### src/logic/stw_cfg.svh
// Operation
// - Bits 1:0 of report control select posted time-out report, default 0x2.
// - Bits 3:2 select non-posted time-out report, default 0x0.
// - Bits 5:4 select completion time-out report, default 0x0.
// - Report a class only on its status bit rising from zero to one.
// - Decode 0 none, 1 correctable, 2 nonfatal, 3 fatal message.
// - Count bits 7:0 increment per posted queue time-out discard.
// - Count bits 15:8 increment per non-posted queue time-out discard.
// - Count bits 23:16 increment per completion queue time-out discard.
// - Counters saturate at all ones, never wrap.
// - Reading a counter returns its value then clears it.
// - Wakeup bit 0, default 1, gates the wake sideband output.
// - Wakeup bit 1, default 1, gates in-band beacon signalling.
// - With time-out enable set, discard packets older than the time-out limit. The code exports it as o_timeout_discard_enable and gates discard counting.
`ifndef STW_CFG_SVH
`define STW_CFG_SVH
`define STW_ADDR_W 12
`define STW_OFS_REPORT_CTL 12'h4E8
`define STW_OFS_DISCARD_CNT 12'h4EC
`define STW_OFS_WAKEUP_CTL 12'h5CC
`define STW_OFS_TIMEOUT_CTL 12'h4E4
`define STW_OFS_IRQ_STATUS 12'h4F0
`define STW_OFS_IRQ_MASK 12'h4F4
`define STW_RST_POSTED_SEL 2'h2
`define STW_RST_NONPOSTED_SEL 2'h0
`define STW_RST_COMPL_SEL 2'h0
`define STW_RST_WAKE_EN 1'h1
`define STW_RST_BEACON_EN 1'h1
`define STW_RST_TO_EN 1'h1
`define STW_CNT_MAX 8'hFF
`endif

### src/logic/stw_pkg.sv
package stw_pkg;
   typedef enum logic [1:0] {
      STW_REP_NONE = 2'b00,
      STW_REP_COR = 2'b01,
      STW_REP_NONFATAL = 2'b10,
      STW_REP_FATAL = 2'b11
   } stw_report_e;
   typedef logic [7:0] stw_count_t;
endpackage

### src/logic/stw_timeout_ctl.sv
// The strobed register port was decided locally.
`timescale 1ns/1ns
`default_nettype none
`include "stw_cfg.svh"
module stw_timeout_ctl
   import stw_pkg::*;
(
   input wire logic i_core_clk,
   input wire logic i_resetn,
   input wire logic i_fund_resetn,
   input wire logic i_ce,
   input wire logic [11:0] i_addr,
   input wire logic [31:0] i_wdata,
   input wire logic i_wr,
   input wire logic i_rd,
   output logic [31:0] o_rdata,
   input wire logic [2:0] i_timeout_status_reg,
   input wire logic [2:0] i_discard,
   input wire logic i_wake_req,
   input wire logic i_beacon_req,
   output logic o_timeout_discard_enable,
   output logic o_err_cor,
   output logic o_err_nonfatal,
   output logic o_err_fatal,
   output logic o_wake_sideband_n,
   output logic o_beacon,
   output logic o_irq
);

   // ----------------------------------------
   // Helpers
   // ----------------------------------------
   function automatic stw_count_t sat_inc(input stw_count_t c, input logic inc);
      if (inc && c != `STW_CNT_MAX) begin
         sat_inc = c + 8'h01;
      end else begin
         sat_inc = c;
      end
   endfunction

   function automatic logic [2:0] rep_decode(input logic [1:0] sel);
      case (stw_report_e'(sel))
         STW_REP_COR: rep_decode = 3'b001;
         STW_REP_NONFATAL: rep_decode = 3'b010;
         STW_REP_FATAL: rep_decode = 3'b100;
         default: rep_decode = 3'b000;
      endcase
   endfunction

   logic [1:0] posted_timeout_report_sel;
   logic [1:0] nonposted_timeout_report_sel;
   logic [1:0] completion_timeout_report_sel;
   stw_count_t posted_discard_counter;
   stw_count_t nonposted_discard_counter;
   stw_count_t completion_discard_counter;
   logic wake_output_enable;
   logic beacon_enable;
   logic timeout_discard_enable;
   logic [2:0] status_q;
   logic [2:0] irq_status;
   logic [2:0] irq_mask;
   logic [2:0] status_rise;
   logic [2:0] next_err;
   logic cnt_read;
   logic [2:0] disc_seen;
   logic [2:0] disc_seen_q;
   logic [31:0] next_rdata;

   wire wr_rep = i_ce && i_wr && i_addr == `STW_OFS_REPORT_CTL;
   wire wr_wake = i_ce && i_wr && i_addr == `STW_OFS_WAKEUP_CTL;
   wire wr_to = i_ce && i_wr && i_addr == `STW_OFS_TIMEOUT_CTL;
   wire wr_ist = i_ce && i_wr && i_addr == `STW_OFS_IRQ_STATUS;
   wire wr_imk = i_ce && i_wr && i_addr == `STW_OFS_IRQ_MASK;
   assign cnt_read = i_ce && i_rd && i_addr == `STW_OFS_DISCARD_CNT;

   // ----------------------------------------
   // Sticky control fields
   // ----------------------------------------
   // Sticky: only the fundamental reset restores defaults
   always_ff @(posedge i_core_clk) begin
      if (!i_fund_resetn) begin
         posted_timeout_report_sel <= `STW_RST_POSTED_SEL;
         nonposted_timeout_report_sel <= `STW_RST_NONPOSTED_SEL;
         completion_timeout_report_sel <= `STW_RST_COMPL_SEL;
         timeout_discard_enable <= `STW_RST_TO_EN;
      end else if (wr_rep) begin
         posted_timeout_report_sel <= i_wdata[1:0];
         nonposted_timeout_report_sel <= i_wdata[3:2];
         completion_timeout_report_sel <= i_wdata[5:4];
      end else if (wr_to) begin
         timeout_discard_enable <= i_wdata[0];
      end
   end

   always_ff @(posedge i_core_clk) begin
      if (!i_fund_resetn) begin
         wake_output_enable <= `STW_RST_WAKE_EN;
         beacon_enable <= `STW_RST_BEACON_EN;
      end else if (wr_wake) begin
         wake_output_enable <= i_wdata[0];
         beacon_enable <= i_wdata[1];
      end
   end

   // Queue timers sit outside; this enable steers their discard
   assign o_timeout_discard_enable = timeout_discard_enable;
   assign disc_seen = i_discard & {3{timeout_discard_enable}};

   // ----------------------------------------
   // Discard counters
   // ----------------------------------------
   // A discard on the read cycle lands as 1 so no event is lost
   always_ff @(posedge i_core_clk) begin
      if (!i_fund_resetn) begin
         posted_discard_counter <= 8'h00;
         nonposted_discard_counter <= 8'h00;
         completion_discard_counter <= 8'h00;
      end else if (i_ce) begin
         posted_discard_counter <= sat_inc(cnt_read ? 8'h00 : posted_discard_counter, disc_seen[0]);
         nonposted_discard_counter <= sat_inc(cnt_read ? 8'h00 : nonposted_discard_counter, disc_seen[1]);
         completion_discard_counter <= sat_inc(cnt_read ? 8'h00 : completion_discard_counter, disc_seen[2]);
      end
   end

   // ----------------------------------------
   // Error message reporting
   // ----------------------------------------
   assign status_rise = i_timeout_status_reg & ~status_q;

   always_comb begin
      next_err = 3'b000;
      if (status_rise[0]) next_err = next_err | rep_decode(posted_timeout_report_sel);
      if (status_rise[1]) next_err = next_err | rep_decode(nonposted_timeout_report_sel);
      if (status_rise[2]) next_err = next_err | rep_decode(completion_timeout_report_sel);
   end

   always_ff @(posedge i_core_clk) begin
      if (!i_resetn) begin
         status_q <= 3'b000;
         o_err_cor <= 1'b0;
         o_err_nonfatal <= 1'b0;
         o_err_fatal <= 1'b0;
      end else if (i_ce) begin
         status_q <= i_timeout_status_reg;
         o_err_cor <= next_err[0];
         o_err_nonfatal <= next_err[1];
         o_err_fatal <= next_err[2];
      end
   end

   // ----------------------------------------
   // Wake and beacon gating
   // ----------------------------------------
   always_ff @(posedge i_core_clk) begin
      if (!i_resetn) begin
         o_wake_sideband_n <= 1'b1;
         o_beacon <= 1'b0;
      end else if (i_ce) begin
         o_wake_sideband_n <= ~(i_wake_req & wake_output_enable);
         o_beacon <= i_beacon_req & beacon_enable;
      end
   end

   // ----------------------------------------
   // Interrupts: bit n = rise of status class n
   // ----------------------------------------
   // Set wins over a write-one-to-clear in the same cycle
   always_ff @(posedge i_core_clk) begin
      if (!i_resetn) begin
         irq_status <= 3'b000;
      end else if (i_ce) begin
         irq_status <= (irq_status & ~(wr_ist ? i_wdata[2:0] : 3'b000)) | status_rise;
      end
   end

   // A mask bit of one hides its status bit from the output
   always_ff @(posedge i_core_clk) begin
      if (!i_resetn) begin
         irq_mask <= 3'b000;
      end else if (i_ce && wr_imk) begin
         irq_mask <= i_wdata[2:0];
      end
   end

   assign o_irq = |(irq_status & ~irq_mask);

   // ----------------------------------------
   // Read path
   // ----------------------------------------
   always_comb begin
      next_rdata = 32'h0000_0000;
      case (i_addr)
         `STW_OFS_REPORT_CTL: begin
            next_rdata[5:0] = {completion_timeout_report_sel,
               nonposted_timeout_report_sel, posted_timeout_report_sel};
         end
         `STW_OFS_DISCARD_CNT: begin
            next_rdata[23:0] = {completion_discard_counter,
               nonposted_discard_counter, posted_discard_counter};
         end
         `STW_OFS_WAKEUP_CTL: begin
            next_rdata[1:0] = {beacon_enable, wake_output_enable};
         end
         `STW_OFS_TIMEOUT_CTL: begin
            next_rdata[0] = timeout_discard_enable;
         end
         `STW_OFS_IRQ_STATUS: begin
            next_rdata[2:0] = irq_status;
         end
         `STW_OFS_IRQ_MASK: begin
            next_rdata[2:0] = irq_mask;
         end
         default: begin
            next_rdata = 32'h0000_0000;
         end
      endcase
   end

   always_ff @(posedge i_core_clk) begin
      if (!i_resetn) begin
         o_rdata <= 32'h0000_0000;
      end else if (i_ce) begin
         o_rdata <= i_rd ? next_rdata : 32'h0000_0000;
      end
   end

   // ----------------------------------------
   // Checks
   // ----------------------------------------
   always_ff @(posedge i_core_clk) begin
      if (!i_resetn) begin
         disc_seen_q <= 3'b000;
      end else begin
         disc_seen_q <= disc_seen;
      end
   end

   a_posted_sel_default: assert property (@(posedge i_core_clk) $rose(i_fund_resetn) |->
      posted_timeout_report_sel == 2'h2) else $error("posted select default wrong");
   a_np_sel_write: assert property (@(posedge i_core_clk) disable iff (!i_fund_resetn)
      wr_rep |=> nonposted_timeout_report_sel == $past(i_wdata[3:2])) else $error("np select not written");
   a_cpl_sel_write: assert property (@(posedge i_core_clk) disable iff (!i_fund_resetn)
      wr_rep |=> completion_timeout_report_sel == $past(i_wdata[5:4])) else $error("cpl select not written");
   a_report_on_rise: assert property (@(posedge i_core_clk) disable iff (!i_resetn)
      i_ce && status_rise == 3'b000 |=> !o_err_cor && !o_err_nonfatal && !o_err_fatal)
      else $error("report while status held");
   a_fatal_decode: assert property (@(posedge i_core_clk) disable iff (!i_resetn)
      i_ce && status_rise == 3'b001 && posted_timeout_report_sel == 2'h3 |=> o_err_fatal && !o_err_cor)
      else $error("fatal decode wrong");
   a_posted_count: assert property (@(posedge i_core_clk) disable iff (!i_fund_resetn)
      i_ce && disc_seen[0] && !cnt_read && posted_discard_counter < 8'hFF |=>
      posted_discard_counter == $past(posted_discard_counter) + 8'h01) else $error("posted count");
   a_np_count: assert property (@(posedge i_core_clk) disable iff (!i_fund_resetn)
      i_ce && disc_seen[1] && !cnt_read && nonposted_discard_counter < 8'hFF |=>
      nonposted_discard_counter == $past(nonposted_discard_counter) + 8'h01) else $error("np count");
   a_cpl_count: assert property (@(posedge i_core_clk) disable iff (!i_fund_resetn)
      i_ce && disc_seen[2] && !cnt_read && completion_discard_counter < 8'hFF |=>
      completion_discard_counter == $past(completion_discard_counter) + 8'h01) else $error("cpl count");
   a_count_saturate: assert property (@(posedge i_core_clk) disable iff (!i_fund_resetn)
      posted_discard_counter == 8'hFF && !cnt_read |=> posted_discard_counter == 8'hFF)
      else $error("counter wrapped");
   a_read_clears: assert property (@(posedge i_core_clk) disable iff (!i_fund_resetn || !i_resetn)
      cnt_read |=> o_rdata[7:0] == $past(posted_discard_counter) &&
      posted_discard_counter == {7'h00, disc_seen_q[0]}) else $error("read clear");
   a_wake_gated: assert property (@(posedge i_core_clk) disable iff (!i_resetn)
      i_ce && !wake_output_enable |=> o_wake_sideband_n) else $error("wake not gated");
   a_beacon_gated: assert property (@(posedge i_core_clk) disable iff (!i_resetn)
      i_ce && !beacon_enable |=> !o_beacon) else $error("beacon not gated");
   a_discard_gate: assert property (@(posedge i_core_clk) disable iff (!i_fund_resetn)
      !timeout_discard_enable |-> disc_seen == 3'b000) else $error("discard counted while off");
   a_sticky_hold: assert property (@(posedge i_core_clk) disable iff (!i_fund_resetn)
      !i_resetn && !wr_wake |=> wake_output_enable == $past(wake_output_enable))
      else $error("sticky lost on reset");

   // ----------------------------------------
   // Further checks on defaults, select write, decode and freeze
   // ----------------------------------------
   a_np_sel_default: assert property (@(posedge i_core_clk) $rose(i_fund_resetn) |->
      nonposted_timeout_report_sel == 2'h0) else $error("np select default wrong");
   a_cpl_sel_default: assert property (@(posedge i_core_clk) $rose(i_fund_resetn) |->
      completion_timeout_report_sel == 2'h0) else $error("cpl select default wrong");
   a_posted_sel_write: assert property (@(posedge i_core_clk) disable iff (!i_fund_resetn)
      wr_rep |=> posted_timeout_report_sel == $past(i_wdata[1:0])) else $error("posted select not written");
   a_wake_default: assert property (@(posedge i_core_clk) $rose(i_fund_resetn) |->
      wake_output_enable) else $error("wake enable default wrong");
   a_beacon_default: assert property (@(posedge i_core_clk) $rose(i_fund_resetn) |->
      beacon_enable) else $error("beacon enable default wrong");
   a_cor_decode: assert property (@(posedge i_core_clk) disable iff (!i_resetn)
      i_ce && status_rise == 3'b001 && posted_timeout_report_sel == 2'h1 |=> o_err_cor && !o_err_fatal)
      else $error("correctable decode wrong");
   a_nonfatal_decode: assert property (@(posedge i_core_clk) disable iff (!i_resetn)
      i_ce && status_rise == 3'b001 && posted_timeout_report_sel == 2'h2 |=> o_err_nonfatal && !o_err_cor)
      else $error("nonfatal decode wrong");
   a_none_decode: assert property (@(posedge i_core_clk) disable iff (!i_resetn)
      i_ce && status_rise == 3'b001 && posted_timeout_report_sel == 2'h0 |=> !o_err_cor && !o_err_nonfatal)
      else $error("none decode sent a message");
   a_ce_freeze_err: assert property (@(posedge i_core_clk) disable iff (!i_resetn)
      !i_ce |=> o_err_fatal == $past(o_err_fatal)) else $error("report moved while frozen");

   // ----------------------------------------
   // Further checks on counters, reserved bits, sticky select hold and interrupt set
   // ----------------------------------------
   a_np_saturate: assert property (@(posedge i_core_clk) disable iff (!i_fund_resetn)
      nonposted_discard_counter == 8'hFF && !cnt_read |=> nonposted_discard_counter == 8'hFF)
      else $error("np counter wrapped");
   a_cpl_saturate: assert property (@(posedge i_core_clk) disable iff (!i_fund_resetn)
      completion_discard_counter == 8'hFF && !cnt_read |=> completion_discard_counter == 8'hFF)
      else $error("cpl counter wrapped");
   a_np_read_clears: assert property (@(posedge i_core_clk) disable iff (!i_fund_resetn || !i_resetn)
      cnt_read |=> o_rdata[15:8] == $past(nonposted_discard_counter) &&
      nonposted_discard_counter == {7'h00, disc_seen_q[1]}) else $error("np read clear");
   a_cpl_read_clears: assert property (@(posedge i_core_clk) disable iff (!i_fund_resetn || !i_resetn)
      cnt_read |=> o_rdata[23:16] == $past(completion_discard_counter) &&
      completion_discard_counter == {7'h00, disc_seen_q[2]}) else $error("cpl read clear");
   a_ce_freeze_cnt: assert property (@(posedge i_core_clk) disable iff (!i_fund_resetn)
      !i_ce |=> posted_discard_counter == $past(posted_discard_counter)) else $error("count moved while frozen");
   a_reserved_zero: assert property (@(posedge i_core_clk) disable iff (!i_resetn)
      i_ce && i_rd && i_addr == `STW_OFS_REPORT_CTL |=> o_rdata[31:6] == 26'h0)
      else $error("reserved bits not zero");
   a_sticky_sel_hold: assert property (@(posedge i_core_clk) disable iff (!i_fund_resetn)
      !i_resetn && !wr_rep |=> posted_timeout_report_sel == $past(posted_timeout_report_sel))
      else $error("report select lost on reset");
   a_irq_set: assert property (@(posedge i_core_clk) disable iff (!i_resetn)
      i_ce && status_rise[0] |=> irq_status[0]) else $error("irq status not set");

endmodule
`default_nettype wire

### config.mk
export PLATFORM = sky130hd
export DESIGN_NAME = stw_timeout_ctl
export DESIGN_NICKNAME = d
export VERILOG_FILES = /design/src/logic/stw_pkg.sv /design/src/logic/stw_timeout_ctl.sv
export VERILOG_INCLUDE_DIRS = /design/src /design/src/logic
export SDC_FILE = /design/constraint.sdc
export NUM_CORES = 1
export LEC_CHECK = 0
export ABC_AREA = 1
export ABC_CLOCK_PERIOD_IN_PS = 1920
export BUFFER_PORTS_ARGS = -buffer_cell sky130_fd_sc_hd__buf_2
export CORE_MARGIN = 2
export CORE_UTILIZATION = 52
export CTS_CLUSTER_SIZE = 40
export DETAILED_ROUTE_END_ITERATION = 6
export PLACE_DENSITY = 0.83
export SYNTH_ARGS = -nofsm -noshare
export SYNTH_HDL_FRONTEND = slang
export SYNTH_SLANG_ARGS = --single-unit
export TNS_END_PERCENT = 1
### constraint.sdc
create_clock -name i_core_clk -period 1.92 [get_ports i_core_clk]
set_input_delay 0.096 -clock i_core_clk [delete_from_list [all_inputs] [get_ports i_core_clk]]
set_output_delay 0.096 -clock i_core_clk [all_outputs]
set_load 0.02 [all_outputs]
==> results of run 1 <==
[per-layer routing]
layer / up-vias / GRT usage / share of wire
met1: 1632 / 0.300 / 0.43
li1: 1814 / - / -
met4: 0 / 0.114 / 0.022
met3: 22 / 0.0448 / 0.057
met2: 150 / 0.427 / 0.49
met5: - / 0 / 0
[power by group through the flow]
stage	Combinational, mW	Clock [mW]	Sequential (mW)
2_1_floorplan	0.170	0	1.55
3_3_place_gp	0.246	0	1.55
3_5_place_dp	0.252	0	1.55
4_1_cts	0.257	1.39	1.51
5_1_grt	0.289	1.45	1.52
6_report	0.259	1.39	1.51
[Yosys cell counts]
library cell and n:
a31oi_1 9, clkbuf_1 13, nor2_2 8, a21oi_1 60, buf_6 2, inv_2 2, inv_1 50, nand2_2 4
nand2_4 3, nand4_1 7, xor2_1 2, nand3_4 1, nand2_1 137, nor3b_1 2, o31ai_1 2, nor3_1 9
o21ai_0 30, buf_4 8, xnor2_1 2, nand3_2 3, o221ai_1 1, a21oi_2 1, or2_1 1, or2_2 1
nor2_1 29, buf_2 4, o22ai_1 1, clkinv_1 2, a211o_1 1, o21ai_1 5, nand3_1 39, dfxtp_1 71
nor2_4 2, conb_1 1, o211ai_1 4
[cells in the final DEF, fill, tap and decap left out, types with 3 or more instances in the layout]
| master | netlist | routed |
|---|---|---|
| buf_2 | 4 | 62 |
| dfxtp_1 | 71 | 71 |
| nand3_1 | 39 | 39 |
| a21oi_1 | 60 | 60 |
| a31oi_1 | 9 | 9 |
| nand2_2 | 4 | 4 |
| conb_1 | 1 | 8 |
| nor2_2 | 8 | 8 |
| o21ai_0 | 30 | 30 |
| nor3_1 | 9 | 9 |
| nor2_1 | 29 | 29 |
| nand3_2 | 3 | 3 |
| o211ai_1 | 4 | 4 |
| nand4_1 | 7 | 7 |
| o21ai_1 | 5 | 5 |
| nand2_4 | 3 | 3 |
| nand2_1 | 137 | 137 |
| clkbuf_8 | 0 | 10 |
| inv_1 | 50 | 50 |
| buf_4 | 8 | 9 |
[stage by stage]
| stage | util | power [mW] | instance area, um2 | cells |
|---|---|---|---|---|
| floorplan | - | 1.72 | 3560 | 524 |
| global placement | 0.585 | 1.79 | 3910 | 649 |
| detailed placement | 0.585 | 1.80 | 3910 | 649 |
| CTS | 0.622 | 3.16 | 4160 | 667 |
| global route | 0.622 | 3.26 | 4160 | 667 |
| finish | 0.622 | 3.16 | 4160 | 667 |
[worst paths after layout]
kind | slack [ps] | depth (start not counted) | to | start
hold / removal | 6 | 3 | status_q[1]$_SDFFE_PN0P_ | i_timeout_status_reg[1]
hold reg to reg | 460 | 2 | o_rdata[13]$_SDFFE_PN0P_ | o_rdata[13]$_SDFFE_PN0P_
setup reg to reg | 350 | 8 | posted_discard_counter[0]$_SDFFE_PN0P_ | posted_discard_counter[1]$_SDFFE_PN0P_
setup / recovery | 350 | 8 | posted_discard_counter[0]$_SDFFE_PN0P_ | posted_discard_counter[1]$_SDFFE_PN0P_
[cells by family after synthesis]
logic type                count (synthesis)  synth area share
and+or+nand+nor                         246             0.315
AOI/OAI and AO/OA                       114             0.172
buffers and inverters                    81             0.100
DFF                                      71             0.402
xor gates and xnor gates                  4           0.00991
other                                     1           0.00106
[flip-flops by register name (all words and copies together) (netlist names)]
name,flops
posted_timeout_report_sel,2
beacon_enable,1
o_rdata,24
status_q,3
irq_mask,3
posted_discard_counter,8
completion_timeout_report_sel,2
o_err_fatal,1
o_err_cor,1
wake_output_enable,1
nonposted_discard_counter,8
irq_status,3
o_beacon,1
nonposted_timeout_report_sel,2
o_wake_sideband_n,1
o_err_nonfatal,1
completion_discard_counter,8
o_timeout_discard_enable,1
[cell type report]
type	instances	area, um2
Clock inverter	6	90.1
Clock buffer	10	138
Tap cell	80	100
Timing Repair Buffer	74	418
Fill cell	619	2520
Multi-Input combinational cell	372	1790
Sequential cell	71	1420
Inverter	54	203
[critical path, stage by stage, from the launching register on]
cell and delay (ps):
dfxtp_1 440, nand3_1 180, nor2_2 290, nand2_2 120, nand2_2 140, xnor2_1 130
nand2_1 60, nand2_1 70, inv_1 40
==> impl_metrics.ini, run 1 <==
[clock_network]
cts_max_level = 3
cts_root_buf = clkbuf_8
clock_sinks = 71
cts_hold_buffers = 2
cts_tree = yes
cts_buffers = 9
clkLatencyLatePin_ps = 360
clk_pin_slew_worst_paths_ps = 80
post_cts_resize_count = 0
max-clock-path-buffers = 2
cts_setup_buffers = 0

[yosys]
ys_types = 35
synth_area_mm2 = 0.00354
yosys.area.top_type = dfxtp_1
yosysSeqAreaShare = 0.402
syn_inst = 517
synthTopCellsByArea = dfxtp_1 (40%), nand2_1 (15%), a21oi_1 (8.5%)
synth.top_cell.area_share = 0.402
avgSynthCellArea_um2 = 6.84
ys_warn_count = 0
ys_ff_latch = 71

[die]
initial_utilization = 0.529
core_mm2 = 0.00668
fp.dieW_um = 86.5
io_pins = 97
rows = 30
die_h_um = 86.5
dieArea_mm2 = 0.00748

[cells_and_area]
antenna_cells = 0
fin_nets = 640
area_growth_pct = 17.5
final_layout_size_suffix_gt1_frac = 0.193

[place]
dp_slack_ps = 113
io_buffer_count = 62
dp_hpwl_mm = 6.11
place_congestion = 0.955

[routing]
vias_per_cell = 5.42
routedWlPerCell_um = 13.3
routed_wl_mm = 8.89
drtIter0Drc = 252
drc = 0
first_pass_iters = 6
vias = 3618
ant_nets = 0

[power]
p_comb_frac = 0.082
power_density_mw_per_mm2 = 761
p_switching_uw = 810
p_int_mw = 2.35
seqPwrFrac = 0.479
swShare = 0.256
power.leakage_nw = 1.82
peakVddDrop_uv = 556
p_clk_frac = 0.440

[critical_path]
cp_max_fo = 6
crit_path_end_kind = flop
criticalPathCategory = flop to flop
critPathRequiredTime_ps = 2170
cp_data_arrival_time_ps = 1820
startpoint_type = flop

[sta]
fin_setup_tns_ps = 0
holdWs_ps = 6.07
final_hold_viol_count = 0
setup_violations = 0
fin_ws_ps = 350
min_period_over_period = 0.818
timing.fmax_ghz = 0.637
finalCriticalPeriod_ps = 1570
drv_slew = 0
rsz0062_at_grt = false
fin_skew_ps = 11.0
worst_pin_slew_ps = 775
slew_headroom = 0.483

[grt]
grt_overflow = 0
grt.total_usage = 0.248
grt_max_degree = 54
grt_pass1_wl_mm = 14.8
grt_pass1_vias = 3357
antenna_found_initial = 0

[outcome]
status = complete, no violations

[min_path]
hold_path.class = input port to flop

[job]
drv_cap = 0
Power figures use the tool's default switching activity.
==> inputs of run 2 (changes only) <==
- ABC_AREA: 1 -> 0
- ABC_CLOCK_PERIOD_IN_PS: 1920 -> 1300
- CORE_UTILIZATION: 52 -> 47
- PLACE_DENSITY: 0.83 -> 0.8
- clock period: 1.92 -> 1.3 ns (I/O delays scaled with it)
==> impl_metrics.ini, run 2 <==
[cells_and_area]
final_layout_size_suffix_gt1_frac = 0.333
final_common_cell = buf_2
antenna_cells = 0
area_growth_pct = 35.0
fin_nets = 569
most-common-layout-cells = buf_2 (61), dfxtp_1 (59), buf_4 (59)
largest_register_ffs = 24
top_register = o_rdata

[outcome]
status = finished, violations left
violations = negative setup slack

[clock_network]
clock_sinks = 71
cts_root_buf = clkbuf_8
max-clock-path-buffers = 2
cts_max_level = 3
cts_tree = yes
cts_buffers = 9
clk_pin_slew_worst_paths_ps = 80
clkLatencyLatePin_ps = 360

[die]
rows = 31
fp.dieW_um = 89.5
io_pins = 97
core_mm2 = 0.00718
dieArea_mm2 = 0.00801
die_h_um = 89.5
initial_utilization = 0.479

[critical_path]
crit_end = completion_discard_counter[5]$_SDFFE_PN0P_
r2r_start = o_timeout_discard_enable$_SDFFE_PN1P_
critPathRequiredTime_ps = 1590
startpoint_type = flop
cp_max_fo = 5
r2r_end = completion_discard_counter[5]$_SDFFE_PN0P_
crit_chain = and3_4 > nand4_4 > or4_4 > a21oi_2
reg2reg_slack_ps = -70
cp-startpoint = o_timeout_discard_enable$_SDFFE_PN1P_
crit_path_end_kind = flop
r2r_cells = 4
criticalPathCategory = flop to flop
slowest_delay_ps = 530
cp_slowest_cell = or4_4
cp_data_arrival_time_ps = 1670

[routing]
drtIter0Drc = 142
vias = 3497
routed-wl-met2_mm = 5.07
top_layer_used = met4
routedWlPerCell_um = 15.7
first_pass_iters = 7
ant_nets = 0
vias_per_cell = 5.69
wl_met3_um = 428
drc = 0
routed_wl_mm = 9.67
wl_met1_mm = 3.95

[yosys]
synth.top_cell.area_share = 0.414
ys_types = 59
synthMostInstantiatedCell = dfxtp_1
ys_ff_latch = 71
async_flop_share = 0
yosys.area.top_type = dfxtp_1
syn_inst = 393
yosysSeqAreaShare = 0.414
ys_warn_count = 0
synth_area_mm2 = 0.00344
synthTopCellsByArea = dfxtp_1 (41%), nor2_1 (4.5%), a22oi_1 (3.9%)
synth_edf_count = 0
avgSynthCellArea_um2 = 8.74
synth_top_flop_cell = dfxtp_1
ys_top_cells_by_count = dfxtp_1 (71), nor2_1 (41), nand3_1 (21), nand2_1 (20), a22oi_1 (18)

[grt]
grt_max_degree = 24
grt.total_usage = 0.252
antenna_found_initial = 0
grt_pass1_vias = 3384
grt_pass1_wl_mm = 15.6
grt_overflow = 0

[sta]
setup_violations = 3
fin_ws_ps = -72.3
fin_skew_ps = 11.0
final_hold_viol_count = 0
timing.fmax_ghz = 0.729
fin_setup_tns_ps = -134
rsz0062_at_grt = true
finalCriticalPeriod_ps = 1370
drv_slew = 0
min_period_over_period = 1.06

[min_path]
hold_path.class = input port to flop

[place]
io_buffer_count = 62
place_congestion = 0.941
dp_hpwl_mm = 6.75
dp_slack_ps = -175

[power]
peakVddDrop_uv = 626
power.leakage_nw = 1.97
power_density_mw_per_mm2 = 1090

[job]
drv_cap = 0
-- run 2: worst max-delay path: cells and delay by family (launching register included) --
family	cells	cell delay [ps]
flops	1	370
simple gates	3	820
compound gates	1	120
-- run 2: kinds of logic after synthesis --
family                 synth area share
AO/OA/AOI/OAI                     0.212
XOR/XNOR                        0.00510
buffers and inverters            0.0655
multiplexers                     0.0361
other                           0.00109
AND/OR/NAND/NOR                   0.267
flip-flops                        0.414
-- run 2: through the flow --
stage	util	cells	hold WS, ps	total power [mW]	area [um2]
3_3_place_gp	0.580	586	310	2.68	4170
3_5_place_dp	0.580	586	329	2.69	4170
5_1_grt	0.647	615	14.2	5.25	4640
6_report	0.647	615	8.87	5.08	4640
2_1_floorplan	-	400	175	2.52	3470
4_1_cts	0.636	614	4.41	5.08	4570
-- run 2: where the power goes --
group          internal [mW]  total, mW  switching, mW  leakage (nW)
sequential              2.20       2.23         0.0278         0.580
combinational          0.210      0.459          0.249          1.26
clock                   1.53       2.39          0.860         0.134
-- run 2: worst min-delay path by stage --
stage	slack (ps)	depth (start not counted)	to	from
6_report	9	3	nonposted_discard_counter[0]$_SDFFE_PN0P_	i_discard[1]
5_1_grt	10	3	nonposted_discard_counter[0]$_SDFFE_PN0P_	i_discard[1]
4_1_cts	4	4	o_wake_sideband_n$_SDFFE_PN1P_	i_wake_req
3_5_place_dp	330	2	irq_status[1]$_SDFFE_PN0P_	i_wdata[1]
3_3_place_gp	310	2	irq_status[2]$_SDFFE_PN0P_	i_wdata[2]
2_1_floorplan	170	1	irq_status[0]$_SDFFE_PN0P_	i_wdata[0]
-- run 2: final cells by class --
cell class                      instances  area (um2)
Multi-Input combinational cell        286        1880
Inverter                               10        37.5
Timing Repair Buffer                  133         888
Fill cell                             609        2540
Clock inverter                          5         129
Tap cell                               99         124
Clock buffer                           11         141
Sequential cell                        71        1440
-- run 2: what timing repair did --
action / CTS / global route
hold endpoints to repair: 13 / 0
resized for setup: 4 / 23
buffers inserted: 0 / 1
setup endpoints to repair: 6 / 19
hold buffers: 12 / 0
pin swaps: 2 / 7
gates cloned: 0 / 0
-- run 2: routing by layer --
layer,global-route usage,vias up
met5,0,-
met4,0.106,0
met3,0.0508,28
met2,0.458,108
met1,0.285,1667
li1,-,1694
